$ cat config.mk
export PLATFORM = sky130hd
export DESIGN_NAME = standby_irq_combiner
export DESIGN_NICKNAME = d
export VERILOG_FILES = /design/src/verilog/standby_irq_pkg.sv /design/src/verilog/key_debounce.sv /design/src/verilog/hold_timer.sv /design/src/verilog/standby_irq_combiner.sv
export VERILOG_INCLUDE_DIRS = /design/src /design/src/verilog
export SDC_FILE = /design/constraint.sdc
export NUM_CORES = 1
export LEC_CHECK = 0
export BUFFER_PORTS_ARGS = -buffer_cell sky130_fd_sc_hd__buf_2
export CAP_MARGIN = 0
export CORE_UTILIZATION = 62
export DETAILED_ROUTE_END_ITERATION = 16
export GPL_TIMING_DRIVEN = 0
export HOLD_SLACK_MARGIN = 0.12
export PLACE_DENSITY_LB_ADDON = 0.3
export REMOVE_ABC_BUFFERS = 1
export SYNTH_ARGS = -nofsm -noshare
export SYNTH_HDL_FRONTEND = slang
export SYNTH_HIERARCHICAL = 1
export SYNTH_SLANG_ARGS = --single-unit
$ cat constraint.sdc
create_clock -name CLK -period 2.3 [get_ports CLK]
set_input_delay 0.115 -clock CLK [delete_from_list [all_inputs] [get_ports CLK]]
set_output_delay 0.115 -clock CLK [all_outputs]
set_load 0.01 [all_outputs]
$ cat src/verilog/standby_irq_defs.svh
// Purpose: Offsets-free timing constants for the standby and IRQ block
// Assumes: 100 MHz clock
// Notes:   Times kept in their own unit, cycle counts derived from them
`ifndef STANDBY_IRQ_DEFS_SVH
`define STANDBY_IRQ_DEFS_SVH

`define SIC_CLK_PERIOD_NS   10
// Power-on hold of host and bus-interface resets
`define SIC_POR_HOLD_MS     300
`define SIC_POR_HOLD_CYC    ((`SIC_POR_HOLD_MS * 1000000) / `SIC_CLK_PERIOD_NS)
// Key debounce window, least time, rounded up
`define SIC_DEBOUNCE_US     2000
`define SIC_DEBOUNCE_CYC    \
   (((`SIC_DEBOUNCE_US * 1000) + `SIC_CLK_PERIOD_NS - 1) / `SIC_CLK_PERIOD_NS)
// Rail restoration delay before interrupts are enabled
`define SIC_RESTORE_MS      20
`define SIC_RESTORE_CYC     ((`SIC_RESTORE_MS * 1000000) / `SIC_CLK_PERIOD_NS)
// Idle level of the key input and reset value of the host interrupt output
`define SIC_IDLE_HIGH       1'b1

`endif

$ cat src/verilog/standby_irq_pkg.sv
// Purpose: Types shared by the standby and IRQ block
// Assumes: Nothing
// Notes:   One-hot state codes written out
`default_nettype none
package standby_irq_pkg;
   typedef enum logic [1:0] {
      PWR_OPERATE = 2'b01,
      PWR_STANDBY = 2'b10
   } pwr_state_t;
endpackage
`default_nettype wire

$ cat src/verilog/key_debounce.sv
// Purpose: Debounce a level input and mark its edges
// Assumes: Input synchronous to clk
// Notes:   Edge pulses last one cycle
`timescale 1ns/10ps
`default_nettype none
module key_debounce #(
   parameter int unsigned STABLE_CYC = 200000,
   parameter logic        IDLE       = 1'b1
) (
   input  wire logic clk,
   input  wire logic rst,
   input  wire logic raw,
   output var  logic level_r,
   output var  logic fall_r,
   output var  logic rise_r
);
   logic [31:0] cnt_r;

   if (STABLE_CYC < 1) begin : g_bad_cyc
      $error("key_debounce: STABLE_CYC must be at least 1");
   end

   // Level only follows after raw has held steady for the whole window
   always_ff @(posedge clk) begin
      if (rst || raw == level_r) begin
         cnt_r <= 32'h0000_0000;
      end else if (cnt_r == STABLE_CYC - 1) begin
         cnt_r <= 32'h0000_0000;
      end else begin
         cnt_r <= cnt_r + 32'h0000_0001;
      end
   end

   always_ff @(posedge clk) begin
      if (rst) begin
         level_r <= IDLE;
         fall_r  <= 1'b0;
         rise_r  <= 1'b0;
      end else begin
         fall_r <= 1'b0;
         rise_r <= 1'b0;
         if (raw != level_r && cnt_r == STABLE_CYC - 1) begin
            level_r <= raw;
            fall_r  <= ~raw;
            rise_r  <= raw;
         end
      end
   end
endmodule // key_debounce
`default_nettype wire

$ cat src/verilog/hold_timer.sv
// Purpose: Count cycles while run is high, then flag done
// Assumes: Single clock
// Notes:   Dropping run restarts the count
`timescale 1ns/10ps
`default_nettype none
module hold_timer #(
   parameter int unsigned CYCLES = 1000
) (
   input  wire logic clk,
   input  wire logic rst,
   input  wire logic run,
   output var  logic done_r
);
   logic [31:0] cnt_r;

   if (CYCLES < 1) begin : g_bad_cyc
      $error("hold_timer: CYCLES must be at least 1");
   end

   always_ff @(posedge clk) begin
      if (rst || !run) begin
         cnt_r  <= 32'h0000_0000;
         done_r <= 1'b0;
      end else if (cnt_r == CYCLES - 1) begin
         done_r <= 1'b1;
      end else begin
         cnt_r <= cnt_r + 32'h0000_0001;
      end
   end
endmodule // hold_timer
`default_nettype wire

$ cat src/verilog/standby_irq_combiner.sv
// Purpose: Standby control and interrupt combining for the host
// Assumes: All inputs synchronous to CLK; RST is the power-on reset
// Notes:   Host clears latches with one-cycle high pulses
//
// What this block does
// - Debounced standby key leading edge sets the standby interrupt latch.
// - Standby interrupt latch set drives host interrupt low.
// - Standby latch shows as an active-high readable flag.
// - Flag rising edge sets the standby state on entry.
// - In standby the indicator is lit and other interrupts blocked.
// - In standby the shutdown output switches off all but standby rail.
// - Key press in standby sets latch again; flag edge leaves standby.
// - Falling standby trigger from battery pack requests standby.
// - Once in standby only the key brings the unit back.
// - Keyboard ready rising edge sets the keyboard latch and flag.
// - Keyboard, measurement and bus interface interrupts are ORed.
// - Combined interrupt reaches host only outside standby.
// - Standby interrupt reaches host regardless of standby gating.
// - Main rail off masks host interrupt, holds bus-interface reset.
// - After rail returns, wait a delay before enabling interrupts.
// - Bus-interface reset released together with interrupt enable.
// - After power-on, host and bus resets held about 300 ms.
`timescale 1ns/10ps
`default_nettype none
`include "standby_irq_defs.svh"
module standby_irq_combiner #(
   parameter int unsigned POR_CYC      = `SIC_POR_HOLD_CYC,
   parameter int unsigned DEBOUNCE_CYC = `SIC_DEBOUNCE_CYC,
   parameter int unsigned RESTORE_CYC  = `SIC_RESTORE_CYC
) (
   input  wire logic CLK,
   input  wire logic RST,
   input  wire logic STANDBY_KEY_N,
   input  wire logic STANDBY_TRIG_N,
   input  wire logic KBD_READY,
   input  wire logic MEASUREMENT_IRQ,
   input  wire logic BUS_INTERFACE_IRQ,
   input  wire logic MAIN_RAIL_OK,
   input  wire logic STBY_LATCH_CLR,
   input  wire logic KBD_LATCH_CLR,
   output var  logic HOST_IRQ_N,
   output var  logic STBY_IRQ_FLAG,
   output var  logic KBD_IRQ_FLAG,
   output var  logic STANDBY_LED,
   output var  logic SHUTDOWN,
   output var  logic HOST_RESET_N,
   output var  logic BUS_IF_RESET_N
);

   // ---------------------------------------------------------------
   // Declarations
   // ---------------------------------------------------------------
   standby_irq_pkg::pwr_state_t state_r;
   standby_irq_pkg::pwr_state_t state_nxt;
   logic key_fall;
   logic trig_d_r;
   logic trig_fall;
   logic kbd_d_r;
   logic kbd_rise;
   logic stby_irq_r;
   logic stby_irq_d_r;
   logic stby_rise;
   logic kbd_irq_r;
   logic por_done;
   logic rail_ready;
   logic in_standby;
   logic other_irq;
   logic int_en_nxt;
   logic irq_nxt;

   if (RESTORE_CYC < 4) begin : g_bad_restore
      $error("standby_irq_combiner: RESTORE_CYC must be at least 4");
   end

   // ---------------------------------------------------------------
   // Input conditioning
   // ---------------------------------------------------------------
   key_debounce #(
      .STABLE_CYC (DEBOUNCE_CYC),
      .IDLE       (`SIC_IDLE_HIGH)
   ) u_key (
      .clk     (CLK),
      .rst     (RST),
      .raw     (STANDBY_KEY_N),
      .level_r (),
      .fall_r  (key_fall),
      .rise_r  ()
   );

   // Trigger is driven by logic, so no debounce; edge only, so a held
   // low level cannot re-enter standby right after a key wake-up
   always_ff @(posedge CLK) begin
      if (RST) begin
         trig_d_r <= 1'b1;
         kbd_d_r  <= 1'b0;
      end else begin
         trig_d_r <= STANDBY_TRIG_N;
         kbd_d_r  <= KBD_READY;
      end
   end

   assign trig_fall = trig_d_r & ~STANDBY_TRIG_N;
   assign kbd_rise  = KBD_READY & ~kbd_d_r;
   assign in_standby = (state_r == standby_irq_pkg::PWR_STANDBY);

   // ---------------------------------------------------------------
   // Standby interrupt latch
   // ---------------------------------------------------------------
   // Set wins over a clear in the same cycle
   always_ff @(posedge CLK) begin
      if (RST) begin
         stby_irq_r <= 1'b0;
      end else if (key_fall) begin
         stby_irq_r <= 1'b1;
      end else if (trig_fall && !in_standby) begin
         stby_irq_r <= 1'b1;
      end else if (STBY_LATCH_CLR) begin
         stby_irq_r <= 1'b0;
      end
   end

   always_ff @(posedge CLK) begin
      if (RST) begin
         stby_irq_d_r <= 1'b0;
      end else begin
         stby_irq_d_r <= stby_irq_r;
      end
   end

   assign stby_rise = stby_irq_r & ~stby_irq_d_r;

   // ---------------------------------------------------------------
   // Standby state latch
   // ---------------------------------------------------------------
   always_comb begin
      state_nxt = state_r;
      if (stby_rise) begin
         unique case (state_r)
            standby_irq_pkg::PWR_OPERATE: begin
               state_nxt = standby_irq_pkg::PWR_STANDBY;
            end
            standby_irq_pkg::PWR_STANDBY: begin
               state_nxt = standby_irq_pkg::PWR_OPERATE;
            end
            default: begin
               state_nxt = standby_irq_pkg::PWR_OPERATE;
            end
         endcase
      end
   end

   always_ff @(posedge CLK) begin
      if (RST) begin
         state_r <= standby_irq_pkg::PWR_OPERATE;
      end else begin
         state_r <= state_nxt;
      end
   end

   always_ff @(posedge CLK) begin
      if (RST) begin
         STANDBY_LED <= 1'b0;
         SHUTDOWN    <= 1'b0;
      end else begin
         STANDBY_LED <= in_standby;
         SHUTDOWN    <= in_standby;
      end
   end

   // ---------------------------------------------------------------
   // Keyboard interrupt latch
   // ---------------------------------------------------------------
   always_ff @(posedge CLK) begin
      if (RST) begin
         kbd_irq_r <= 1'b0;
      end else if (kbd_rise) begin
         kbd_irq_r <= 1'b1;
      end else if (KBD_LATCH_CLR) begin
         kbd_irq_r <= 1'b0;
      end
   end

   // ---------------------------------------------------------------
   // Reset and restoration timing
   // ---------------------------------------------------------------
   hold_timer #(
      .CYCLES (POR_CYC)
   ) u_por (
      .clk    (CLK),
      .rst    (RST),
      .run    (1'b1),
      .done_r (por_done)
   );

   // Counts only while the main rail is up; a dip starts it over
   hold_timer #(
      .CYCLES (RESTORE_CYC)
   ) u_restore (
      .clk    (CLK),
      .rst    (RST),
      .run    (MAIN_RAIL_OK),
      .done_r (rail_ready)
   );

   assign int_en_nxt = por_done & rail_ready & MAIN_RAIL_OK;

   // ---------------------------------------------------------------
   // Interrupt combining
   // ---------------------------------------------------------------
   assign other_irq = kbd_irq_r | MEASUREMENT_IRQ |
                      BUS_INTERFACE_IRQ;
   assign irq_nxt = int_en_nxt &
                    (stby_irq_r |
                     (other_irq & ~in_standby));

   always_ff @(posedge CLK) begin
      if (RST) begin
         HOST_IRQ_N     <= `SIC_IDLE_HIGH;
         STBY_IRQ_FLAG  <= 1'b0;
         KBD_IRQ_FLAG   <= 1'b0;
         HOST_RESET_N   <= 1'b0;
         BUS_IF_RESET_N <= 1'b0;
      end else begin
         HOST_IRQ_N     <= ~irq_nxt;
         STBY_IRQ_FLAG  <= stby_irq_r;
         KBD_IRQ_FLAG   <= kbd_irq_r;
         HOST_RESET_N   <= por_done;
         BUS_IF_RESET_N <= int_en_nxt;
      end
   end
endmodule // standby_irq_combiner
`default_nettype wire

==> metrics.yaml <==
place:
  gp_congestion: 0.884
  dpl.hpwl_mm: 8.10
  io_buffers: 16
pwr:
  clock_power_share_pct: 36.7
  pwr-share-comb_pct: 3.0
  ir_drop_mv: 0.405
  swShare_pct: 22.2
  power.internal_w: 0.00253
  powerDensity_nw_per_um2: 560
  power_frac_seq_pct: 60.3
  netSwitchingPower_w: 0.000724
  power_leakage_nw: 1.76
clocking:
  clk_pin_slew_worst_paths_ns: 0.11
  insertion_delay_ns: 0.37
  cts_tree: "yes"
  cts_buffers: 9
  htree_levels: 3
  cts.sinks: 112
  cts-root-buf: "clkbuf_8"
  cts_buffer_depth: 2
cells_and_area:
  fin_nets: 647
  antenna_cells: 0
  final_cell_mix: "dfxtp_1, a21oi_1, nand2_1, nor2_1, nand4_1"
  final_core_util_pct: 69.7
  syn_to_final_growth_pct: 6.73
  drive_above_1_share_pct: 10.2
  mostFrequentLayoutCell: "dfxtp_1"
detailed_routing:
  routed-via-count: 4872
  drc: 0
  via_per_inst: 6.55
  wl_per_cell_um: 15.7
  ant_nets: 0
  wirelength_mm: 11.7
  drt_iter0_markers: 306
  firstDrtPassIters: 5
timing:
  max_freq_ghz: 0.470
  period_minus_slack_ns: 2.13
  post-route-period-util_pct: 92.4
  finalSetupViolations: 0
  slew_viol_final: 0
  rsz0062_at_grt: "false"
  skew_ns: 0.00962
  hold_viol: 0
  worstMarginPinSlew_ns: 1.08
  whs_ns: 0.137
  maxSlewHeadroom_pct: 27.9
logic_synthesis:
  synthCells: 624
  ys_warn_count: 6
  syn_area_per_cell_um2: 8.73
  netlist_area_um2: 5450
die:
  start_util_pct: 65.3
  ios: 17
  dieArea_um2: 9160
  core_area_um2: 8340
  die_w_um: 95.7
  die_h_um: 95.7
  fp-row-count: 33
global_route:
  antenna_found_initial: 0
  grt.overflow.total: 0
  grt_pass1_vias: 4329
  grt_max_degree: 29
  grt_pass1_wl_mm: 18.8
  grt.total_usage_pct: 25.9
setup_path:
  cp-start-kind: "flop"
  required_ns: 2.60
  crit_path_end_kind: "flop"
  arrival_ns: 2.43
  critPathMaxFanout: 6
  crit_type: "reg2reg"
flow_run:
  cap_violations: 0
run_status:
  status: "finished, final reports clean"
worst_hold_path:
  min_path_type: "in2reg"
-- stage by stage --
step / total power [W] / std cells / setup WS (ns) / TNS [ns] / instance area, µm²
after floorplan: 0.00206 / 595 / 0.0128 / 0 / 5270
after global placement: 0.00209 / 716 / -0.686 / -20.16 / 5480
after detailed placement: 0.00209 / 717 / -0.283 / -1.34 / 5500
after CTS: 0.00328 / 743 / 0.141 / 0 / 5800
after global routing: 0.00337 / 744 / 0.0552 / 0 / 5810
final: 0.00326 / 744 / 0.174 / 0 / 5810
-- power groups by stage --
stage / Combinational (W) / Sequential (W) / Clock (W)
after floorplan: 0.0000486 / 0.00201 / 0
after global placement: 0.0000782 / 0.00201 / 0
after detailed placement: 0.0000846 / 0.00201 / 0
after CTS: 0.0000956 / 0.00196 / 0.00122
after global routing: 0.000107 / 0.00197 / 0.00129
final: 0.0000967 / 0.00196 / 0.00119
-- path summary, 6_finish.rpt --
| check | start | end | slack [ns] | cells after the start |
|---|---|---|---|---|
| worst min register to register | u_restore/done_r$_SDFFE_PP0N_ | u_restore/done_r$_SDFFE_PP0N_ | 0.47 | 2 |
| worst max-delay path | u_por/cnt_r[0]$_SDFFE_PP0P_ | u_por/cnt_r[18]$_SDFFE_PP0P_ | 0.17 | 6 |
| worst min-delay path | STBY_LATCH_CLR | stby_irq_r$_SDFFE_PP0P_ | 0.14 | 4 |
| worst max register to register | u_por/cnt_r[0]$_SDFFE_PP0P_ | u_por/cnt_r[18]$_SDFFE_PP0P_ | 0.17 | 6 |
-- metal layers --
metal / vias up / track usage [%] / share of wire [%]
met5: - / 0 / 0
met4: 0 / 8.58 / 1.8
met3: 20 / 6.00 / 5.0
met2: 131 / 45.4 / 49
met1: 2306 / 31.1 / 44
li1: 2415 / - / -
-- state kept, by name (all words and copies together), names as in the netlist, 2 cells and up --
signal and cells:
state_r 2, u_key/cnt_r 32, u_por/cnt_r 32, u_restore/cnt_r 32
-- worst max-delay path, cell delays in order (launching register included) --
cell	delay, ns
dfxtp_1	0.42
ha_1	0.24
and3_1	0.30
nand4_1	0.17
buf_4	0.18
or4_2	0.60
a21oi_1	0.16
-- what timing repair did --
item | CTS | global route
hold buffers | 8 | 0
cloned | 0 | 0
resized for setup | 0 | 1
endpoints found under the hold margin | 9 | 0
setup endpoints to repair | 9 | 17
buffers inserted | 2 | 1
pin swaps | 1 | 1
-- area by class of cell --
| type | count | area, µm² |
|---|---|---|
| Clock buffer | 10 | 138 |
| Clock inverter | 6 | 67.6 |
| Fill cell | 671 | 2530 |
| Inverter | 17 | 63.8 |
| Multi-Input combinational cell | 466 | 2970 |
| Sequential cell | 112 | 2240 |
| Tap cell | 105 | 131 |
| Timing Repair Buffer | 28 | 198 |
(Power assumes the default switching activity.)
